### config.mk
export PLATFORM = sky130hd
export DESIGN_NAME = loop_status_word_bank
export DESIGN_NICKNAME = d
export VERILOG_FILES = /design/src/loop_status_pkg.sv /design/src/loop_status_word_bank.sv
export SDC_FILE = /design/constraint.sdc
export NUM_CORES = 1
export LEC_CHECK = 0
export ABC_AREA = 1
export BUFFER_PORTS_ARGS = -buffer_cell sky130_fd_sc_hd__clkbuf_2
export CAP_MARGIN = 15
export CORE_UTILIZATION = 39
export CTS_CLUSTER_SIZE = 14
export DETAILED_ROUTE_END_ITERATION = 8
export PLACE_DENSITY = 0.76
export SLEW_MARGIN = 25
export SYNTH_ARGS = -nofsm -noshare
export SYNTH_HDL_FRONTEND = slang
export SYNTH_SLANG_ARGS = --single-unit
### constraint.sdc
create_clock -name CORE_CLK -period 0.8 [get_ports CORE_CLK]
set_clock_uncertainty 0.05 [all_clocks]
set_input_delay 0.16 -clock CORE_CLK [delete_from_list [all_inputs] [get_ports CORE_CLK]]
set_output_delay 0.16 -clock CORE_CLK [all_outputs]
set_load 0.02 [all_outputs]
### src/loop_status_pkg.sv
// constants for the loop status word bank
package loop_status_pkg;
  localparam int WORD_W = 16;
  localparam logic [7:0] FORMAT_WORD_OFFSET = 8'h11;
  localparam logic [7:0] FLAGS_WORD_OFFSET = 8'h12;
  localparam logic [7:0] CMD_WORD_OFFSET = 8'h02;
  localparam int CMD_SAVE_BIT = 15;
  localparam int DP3_LSB = 12;
  localparam int DP4_LSB = 8;
  localparam int ERR3_LSB = 4;
  localparam int ERR4_LSB = 0;
  localparam int SAVE_DONE_BIT = 15;
  localparam int SENSOR_FAULT_BIT = 14;
  localparam int FATAL_FAULT_BIT = 12;
  localparam int STANDBY_BIT = 11;
  localparam int TUNED_BIT = 10;
  localparam int SETTING_FAULT_BIT = 9;
  localparam int STOPPED_BIT = 8;
  localparam int OUTPUT_STATE_BIT = 4;
  localparam int AUTOTUNE_BIT = 3;
  localparam int ALARM_ONE_BIT = 1;
  localparam int ALARM_TWO_BIT = 0;
  localparam logic [15:0] PV_FAULT_MARK = 16'hCCCC;
  localparam logic [15:0] WORD_ZERO = 16'h0000;
  localparam logic [3:0] NIBBLE_ZERO = 4'h0;
  localparam int FIELD_W = 4;
  localparam int SPARE_HI_BIT = 13;
  localparam int SPARE_MID_LSB = 5;
  localparam int SPARE_MID_W = 3;
  localparam int SPARE_LO_BIT = 2;
  localparam logic FLAG_OFF = 1'h0;
  localparam logic FLAG_ON = 1'h1;
  localparam logic [2:0] SPARE_MID_ZERO = 3'h0;
endpackage : loop_status_pkg

### src/loop_status_word_bank.sv
// status word bank for loops three and four
//
// Function
// (RL1) report 4-bit decimal selector: loop three bits 15-12, loop four 11-8
// (RL2) report setting error index: loop three bits 7-4, loop four 3-0
// (RL3) raise save-done at bit 15 when nonvolatile copy finishes
// (RL4) host starts loop three save via command word bit 15
// (RL5) clear save-done as soon as save request is seen
// (RL6) save-done low after power-up until a save completes
// (RL7) sensor fault bit 14 on absent, open or out-of-range sensor
// (RL8) fatal fault bit 12 on compensator failure or watchdog timeout
// (RL9) standby bit 11 while waiting for first refresh after start
// (RL10) tuned-constants bit 10 when autotune yields new constants
// (RL11) tuned-constants high until host sends constants back
// (RL12) setting fault bit 9 when any host setting is invalid
// (RL13) stopped bit 8 low while regulating, high while halted
// (RL14) output-state bit 4 follows control output
// (RL15) autotune-active bit 3 high while autotuning runs
// (RL16) alarm bits 1 and 0 high while temperature in alarm range
// (RL17) bits 13, 7-5 and 2 always read zero
// (RL18) sensor fault replaces process value with CCCC
// (RL19) sample all fields coherently, present all three words per refresh
`timescale 1ns/1ps
`default_nettype none
module loop_status_word_bank
  import loop_status_pkg::*;
#(
  parameter int W = WORD_W
) (
  input wire logic CORE_CLK,
  input wire logic RESETN,
  input wire logic REFRESH,
  input wire logic [W-1:0] HOST_CMD_WORD,
  input wire logic SAVE_FINISHED,
  input wire logic [3:0] DP_LOOP3,
  input wire logic [3:0] DP_LOOP4,
  input wire logic [3:0] ERR_INDEX_LOOP3,
  input wire logic [3:0] ERR_INDEX_LOOP4,
  input wire logic SENSOR_ABSENT,
  input wire logic SENSOR_OPEN,
  input wire logic TEMP_OUT_OF_RANGE,
  input wire logic CJC_FAILURE,
  input wire logic WATCHDOG_TIMEOUT,
  input wire logic TUNED_UPDATE,
  input wire logic CONSTANTS_SENT,
  input wire logic SETTING_INVALID,
  input wire logic REGULATING,
  input wire logic CONTROL_OUTPUT,
  input wire logic AUTOTUNE_RUNNING,
  input wire logic IN_ALARM_ONE,
  input wire logic IN_ALARM_TWO,
  input wire logic [W-1:0] PV_RAW,
  output logic [W-1:0] FORMAT_WORD,
  output logic [W-1:0] FLAGS_WORD,
  output logic [W-1:0] PV_WORD,
  output logic WORDS_VALID
);
  // sticky flags kept between refreshes
  logic save_done_reg;
  logic save_done_next;
  logic tuned_reg;
  logic tuned_next;
  logic standby_reg;
  logic standby_next;
  // snapshot registers seen by the host
  logic [W-1:0] format_reg;
  logic [W-1:0] format_next;
  logic [W-1:0] flags_reg;
  logic [W-1:0] flags_next;
  logic [W-1:0] pv_reg;
  logic [W-1:0] pv_next;
  logic valid_reg;
  logic valid_next;
  // decoded request and fault terms
  wire save_req;
  wire save_clear;
  wire save_set;
  wire tuned_set;
  wire tuned_clear;
  wire sensor_fault;
  wire fatal_fault;
  wire stopped;
  wire [W-1:0] format_now;
  wire [W-1:0] flags_now;
  wire [W-1:0] pv_now;

  // (RL4) host save request bit
  assign save_req = HOST_CMD_WORD[CMD_SAVE_BIT];
  // (RL5) request clears flag
  assign save_clear = save_req;
  // (RL3) completion sets flag
  // a completion seen while the request is still held is ignored
  assign save_set = SAVE_FINISHED & ~save_req;
  // (RL10) update sets flag
  assign tuned_set = TUNED_UPDATE;
  // (RL11) sent-back clears flag
  // a new update in the same cycle wins, so fresh constants are never hidden
  assign tuned_clear = CONSTANTS_SENT & ~TUNED_UPDATE;
  // (RL7) sensor fault sources
  assign sensor_fault = SENSOR_ABSENT | SENSOR_OPEN | TEMP_OUT_OF_RANGE;
  // (RL8) fatal fault sources
  assign fatal_fault = CJC_FAILURE | WATCHDOG_TIMEOUT;
  // (RL13) halted when not regulating
  assign stopped = ~REGULATING;

  // (RL5) request held keeps the flag low for the whole write
  assign save_done_next = save_clear ? FLAG_OFF : (save_set ? FLAG_ON : save_done_reg);
  // (RL11) set wins over clear
  assign tuned_next = tuned_set ? FLAG_ON : (tuned_clear ? FLAG_OFF : tuned_reg);
  // (RL9) first refresh ends standby
  // restart is only by reset; a later refresh cannot raise it again
  assign standby_next = REFRESH ? FLAG_OFF : standby_reg;

  // (RL1) decimal selectors
  assign format_now[DP3_LSB +: FIELD_W] = DP_LOOP3;
  assign format_now[DP4_LSB +: FIELD_W] = DP_LOOP4;
  // (RL2) error indices
  assign format_now[ERR3_LSB +: FIELD_W] = ERR_INDEX_LOOP3;
  assign format_now[ERR4_LSB +: FIELD_W] = ERR_INDEX_LOOP4;

  // (RL3) save-done at the top bit
  assign flags_now[SAVE_DONE_BIT] = save_done_reg;
  // (RL7) sensor fault
  assign flags_now[SENSOR_FAULT_BIT] = sensor_fault;
  // (RL17) spare high bit
  assign flags_now[SPARE_HI_BIT] = FLAG_OFF;
  // (RL8) fatal fault
  assign flags_now[FATAL_FAULT_BIT] = fatal_fault;
  // (RL9) standby
  assign flags_now[STANDBY_BIT] = standby_reg;
  // (RL10) tuned constants
  assign flags_now[TUNED_BIT] = tuned_reg;
  // (RL12) setting fault
  assign flags_now[SETTING_FAULT_BIT] = SETTING_INVALID;
  // (RL13) stopped
  assign flags_now[STOPPED_BIT] = stopped;
  // (RL17) spare middle bits
  assign flags_now[SPARE_MID_LSB +: SPARE_MID_W] = SPARE_MID_ZERO;
  // (RL14) output state
  assign flags_now[OUTPUT_STATE_BIT] = CONTROL_OUTPUT;
  // (RL15) autotune active
  assign flags_now[AUTOTUNE_BIT] = AUTOTUNE_RUNNING;
  // (RL17) spare low bit
  assign flags_now[SPARE_LO_BIT] = FLAG_OFF;
  // (RL16) alarm ranges
  assign flags_now[ALARM_ONE_BIT] = IN_ALARM_ONE;
  assign flags_now[ALARM_TWO_BIT] = IN_ALARM_TWO;

  // (RL18) fault marker on process value
  // the marker replaces the raw value so the host never acts on a bad reading
  assign pv_now = sensor_fault ? PV_FAULT_MARK : PV_RAW;

  // (RL19) coherent snapshot on refresh
  // all words take the same edge so the host never sees a torn pair
  assign format_next = REFRESH ? format_now : format_reg;
  assign flags_next = REFRESH ? flags_now : flags_reg;
  assign pv_next = REFRESH ? pv_now : pv_reg;
  assign valid_next = REFRESH | valid_reg;

  // (RL6) save-done low from reset
  always_ff @(posedge CORE_CLK or negedge RESETN) begin
    if (!RESETN) begin
      save_done_reg <= FLAG_OFF;
    end else begin
      save_done_reg <= save_done_next;
    end
  end

  // (RL11) tuned flag register
  always_ff @(posedge CORE_CLK or negedge RESETN) begin
    if (!RESETN) begin
      tuned_reg <= FLAG_OFF;
    end else begin
      tuned_reg <= tuned_next;
    end
  end

  // (RL9) standby set from reset
  always_ff @(posedge CORE_CLK or negedge RESETN) begin
    if (!RESETN) begin
      standby_reg <= FLAG_ON;
    end else begin
      standby_reg <= standby_next;
    end
  end

  // (RL1) format word snapshot
  always_ff @(posedge CORE_CLK or negedge RESETN) begin
    if (!RESETN) begin
      format_reg <= WORD_ZERO;
    end else begin
      format_reg <= format_next;
    end
  end

  // (RL19) flags word snapshot
  always_ff @(posedge CORE_CLK or negedge RESETN) begin
    if (!RESETN) begin
      flags_reg <= WORD_ZERO;
    end else begin
      flags_reg <= flags_next;
    end
  end

  // (RL18) process value snapshot
  always_ff @(posedge CORE_CLK or negedge RESETN) begin
    if (!RESETN) begin
      pv_reg <= WORD_ZERO;
    end else begin
      pv_reg <= pv_next;
    end
  end

  // (RL19) words valid after first refresh
  always_ff @(posedge CORE_CLK or negedge RESETN) begin
    if (!RESETN) begin
      valid_reg <= FLAG_OFF;
    end else begin
      valid_reg <= valid_next;
    end
  end

  assign FORMAT_WORD = format_reg;
  assign FLAGS_WORD = flags_reg;
  assign PV_WORD = pv_reg;
  assign WORDS_VALID = valid_reg;
endmodule : loop_status_word_bank
`default_nettype wire

# [Word-level counts from Yosys, hierarchy flattened]
# Index checks and enable logic that the tools add are counted.
[op_classes] bitwise=9 mux=5 reduce_logical=2
[op_table] cell="$mux 16" count=1
[op_table] cell="$mux 1" count=4
[op_table] cell="$or 1x1->1" count=4
[op_table] cell="$reduce_bool 2->1" count=2
[op_table] cell="$not 1->1" count=3
[op_table] cell="$and 1x1->1" count=2
[word_totals] reg_bits=47 word_cells=23 input_bits=65 out_inout_bits=49

# [Longest topological paths before layout]
[depth] word_depth=4 depth_mapped=5 mapped_depth_nobuf=4

# [Least setup slack after synthesis]
# No wires, ideal clock.
[synth_timing] path_type="register -> register" start="reg valid_reg, in the netlist WORDS_VALID" end="reg valid_reg, in the netlist WORDS_VALID" path_slack_ns=-0.108 period_less_slack_ns=0.908 stages_incl_launch_ff=2 path_buffers=0 required_ns=0.623 arrival_ns=0.730 path_cell_list="dfrtp_1 or2_2"
[synth_between] elab_chain_len=1
[synth_lines] item="start: declaration" line_no="loop_status_word_bank.sv:72" rtl="logic valid_reg;"
[synth_lines] item="start signal: assignment" line_no="loop_status_word_bank.sv:219" rtl="valid_reg <= valid_next;"
[synth_lines] item="$or 1x1->1" line_no="loop_status_word_bank.sv:158" rtl="assign valid_next = REFRESH | valid_reg;"
[synth_lines] item="via valid_next" line_no="loop_status_word_bank.sv:73" rtl="logic valid_next;"
# The timed path passes the listed nets, and every way through them passes these cells.
# A chain may end at the register's enable or synchronous reset.

# [Worst setup path in the final report]
[layout_timing] start="reg flags_reg[8], in the netlist FLAGS_WORD[8]" end="out FLAGS_WORD[8]"
[layout_rtl] item="start: declaration" line_no="loop_status_word_bank.sv:68" rtl="logic [W-1:0] flags_reg;"
[layout_rtl] item="start signal: assignment" line_no="loop_status_word_bank.sv:201" rtl="flags_reg <= flags_next;"
[layout_rtl] item="end: declaration" line_no="loop_status_word_bank.sv:54" rtl="output logic [W-1:0] FLAGS_WORD,"
# No word-level cell between the ends.

==> results.txt <==
----------------------------------------------------
[Power]
  Leakage ... 1.77 nW
  Total power density per cell area ... 1660 nW/um2
  Combinational fraction of design power ... 25.2%
  Sequential share of power ... 49.9%
  Net switching component of the power ... 1.49 mW
  Cell internal pwr ... 3.86 mW
  Switching part of the total ... 27.8%
  Power share of the clock group ... 24.9%
  Peak supply drop ... 0.000794 V

[STA]
  Endpoints failing hold ... 0
  Pins over their slew limit ... 0
  Setup slack of the critical path after layout ... -0.279 ns
  Total Negative Setup Slacks ... -10.83 ns
  Share of the cycle needed by the critical path after routing ... 135%
  Period minus WS final ... 1.08 ns
  Final setup fails ... 51
  Top achievable clock speed ... 927 MHz
  Setup repair after global routing missed its margin ... yes

[Critical path]
  Arrival time of the worst setup path ... 0.87 ns
  Endpoint type of the worst setup path ... primary output
  Number of buffers and inverters on the critical path ... 1
  Chain of cells forming the critical path ... clkbuf_8
  Critical-path top delay cell ... dfrtp_1
  Worst R2R Start ... PV_WORD[11]$_DFFE_PN0P_
  Reg-to-reg slack, setup ... -0.09 ns
  Critical path start-end classification ... flip-flop to primary output
  Depth of the worst register-to-register path ... 4
  Critical path launch point ... FLAGS_WORD[8]$_DFFE_PN0P_
  Worst Setup EP ... FLAGS_WORD[8]
  Count of cell instances traversed by the critical path ... 1
  Crit path launch type ... flip-flop
  CP Max Fanout ... 2
  Endpoint of the worst register-to-register path ... PV_WORD[11]$_DFFE_PN0P_
  Cell type group with the largest total delay on the critical path ... flip-flops
  Critical path required time ... 0.59 ns
  Biggest cell delay along the critical path ... 0.42 ns

[Run status]
  Result of the run ... finished, violations left
  Failing checks ... negative setup slack

[Route]
  Via count of the routed design ... 1,833
  Top layer used by detailed routing ... met4
  Routed wire length per instance ... 12.4 um
  Number of detailed-routing iterations run before antenna repair ... 4
  Wire length reported by the detailed router ... 5110 um
  Antenna-violating nets left ... 0
  WL met3 ... 240 um
  Vias per Instance ... 4.44
  Starting DRC count in detailed routing ... 55
  DR DRC count ... 0
  Met2 wire length ... 2730 um
  Wire length on met1 ... 2080 um

[Floorplanning]
  DIE WIDTH ... 72.9 um
  Initial Utilization ... 40.9%
  Site row count ... 25
  Core box area ... 4790 um2
  Die Y ... 72.9 um
  Die area ... 5310 um2
  IO Count ... 114

[Global routing]
  Antenna violations before repair ... 0
  Maximum number of pins on one net before global-route repair ... 23
  Global router's overall resource usage ... 17.0%
  Global-route wire length before repair ... 6820 um
  Vias in the first global route ... 1,521
  Gr ovfl total ... 0

[Final layout]
  Final Instance Count excl. Fillers ... 413
  Final cell area excluding filler cells ... 3230 um2
  Growth of design area from synthesis to finish ... 64.8%
  Net count of the finished layout ... 410
  Antenna diode count ... 0
  Final Util ... 67.4%
  Share of layout cells above drive strength 1 ... 45.4%

[Clock network]
  TritonCTS Sinks ... 47
  Clock transition at the registers of the reported paths ... 0.08 ns
  Clock Tree Root ... clkbuf_8
  CTS tree ... done
  Number of levels in the clock H-tree ... 2
  Clock network latency to the later pin of the worst-skew pair ... 0.28 ns
  Longest Clk Path Bufs ... 2
  TritonCTS Buffers ... 5

[Synthesis]
  Number of warnings printed during yosys synthesis ... 0
  Share of the yosys chip area belonging to registers ... 60.1%
  Number of synthesized register bits ... 47
  Netlist cell types ... 18
  Portion of synthesized cell area occupied by the leading cell type ... 58.8%
  Post-synthesis area per instance ... 9.07 um2
  Leading post-synthesis cells by cell area ... dfrtp_1 (59%), nand2_1 (21%), buf_4 (3.5%)
  Post-synthesis instance area ... 1960 um2
  Post-Syn Instances ... 216
  Largest area contributor in the synthesized netlist ... dfrtp_1

[Place]
  Count of port buffers added during placement ... 93
  Global placement routability congestion ... 0.745
  Instance area at placement ... 2560 um2
  Inst Count DP ... 378
  Sum of net half-perimeters after detailed placement ... 3130 um

[Worst hold path]
  Type of the worst min-delay path ... input port to flip-flop

[Run]
  Total of max-cap violations ... 0

----------------------------------------------------
## timing repair
| item | in CTS | in global routing |
|---|---|---|
| hold buffers | 4 | 0 |
| endpoints found under the setup margin | 45 | 57 |
| resized for setup | 24 | 124 |
| hold endpoints to repair | 50 | 0 |
| gates cloned | 0 | 0 |
| buffers inserted | 11 | 17 |
| pin swaps | 0 | 10 |
## through the flow
stage | hold WS [ns] | total power [mW] | setup slack (ns)
6_report | 0.0125 | 5.35 | -0.279
2_1_floorplan | -0.186 | 3.20 | -0.0283
4_1_cts | 0.00227 | 5.11 | -0.277
3_5_place_dp | -0.0287 | 3.62 | -0.141
5_1_grt | 0.00914 | 5.63 | -0.306
3_3_place_gp | -0.0257 | 3.60 | -0.129
## routing by layer
| metal | global-route usage [%] | up-vias |
|---|---|---|
| met2 | 28.9 | 61 |
| met5 | 0 | - |
| met4 | 4.58 | 0 |
| met3 | 4.56 | 6 |
| li1 | - | 907 |
| met1 | 21.4 | 859 |
## area by class of cell
| cell class | instances | area, um2 |
|---|---|---|
| tap | 67 | 83.8 |
| timing repair buffer | 134 | 1200 |
| clock buffer | 7 | 76.3 |
| sequential | 47 | 1180 |
| inverter | 12 | 50.0 |
| fill | 383 | 1560 |
| multi-input combinational | 145 | 634 |
| clock inverter | 1 | 5.00 |
## cells by family after synthesis
group | synth area share, %
simple gates | 27.0
flops | 60.1
buf+inv | 10.2
compound gates | 2.43
other cells | 0.192
## power by group through the flow
stage	combinational (mW)	clock (mW)	sequential, mW
4_1_cts	1.08	1.40	2.63
3_5_place_dp	0.946	0	2.67
6_report	1.35	1.33	2.67
3_3_place_gp	0.928	0	2.67
5_1_grt	1.45	1.50	2.69
2_1_floorplan	0.323	0	2.87
## cells in the mapped netlist, drive strengths merged
master,instances
o21ai,6
inv,12
o21bai,1
nand3,7
dfstp,1
conb,1
nand2,110
nand4,6
buf,16
a31oi,1
nor2,8
dfrtp,46
or2,1
## placed cells by master, fill, tap and decap left out, types with 4 or more instances in the layout
cell type / instances
nand4_1: 6
buf_4: 21
inv_1: 10
dfrtp_1: 45
buf_6: 43
nand2_2: 12
conb_1: 5
clkbuf_2: 49
dlygate4sd3_1: 4
nand3_1: 7
buf_12: 6
nand2_1: 98
clkbuf_8: 16
nor2_1: 6
## how the worst min path moves through the flow
| stage | start | to | slack [ns] | cells past startpoint |
|---|---|---|---|---|
| floorplan | RESETN | FLAGS_WORD[0]$_DFFE_PN0P_ | -0.19 | 0 |
| global placement | RESETN | FLAGS_WORD[11]$_DFFE_PN0P_ | -0.03 | 1 |
| detailed placement | RESETN | FLAGS_WORD[11]$_DFFE_PN0P_ | -0.03 | 1 |
| CTS | IN_ALARM_ONE | FLAGS_WORD[1]$_DFFE_PN0P_ | 0.002 | 3 |
| global route | TUNED_UPDATE | tuned_reg$_DFFE_PN0P_ | 0.009 | 2 |
| finish | IN_ALARM_ONE | FLAGS_WORD[1]$_DFFE_PN0P_ | 0.01 | 3 |
(Power assumes the default switching activity.)
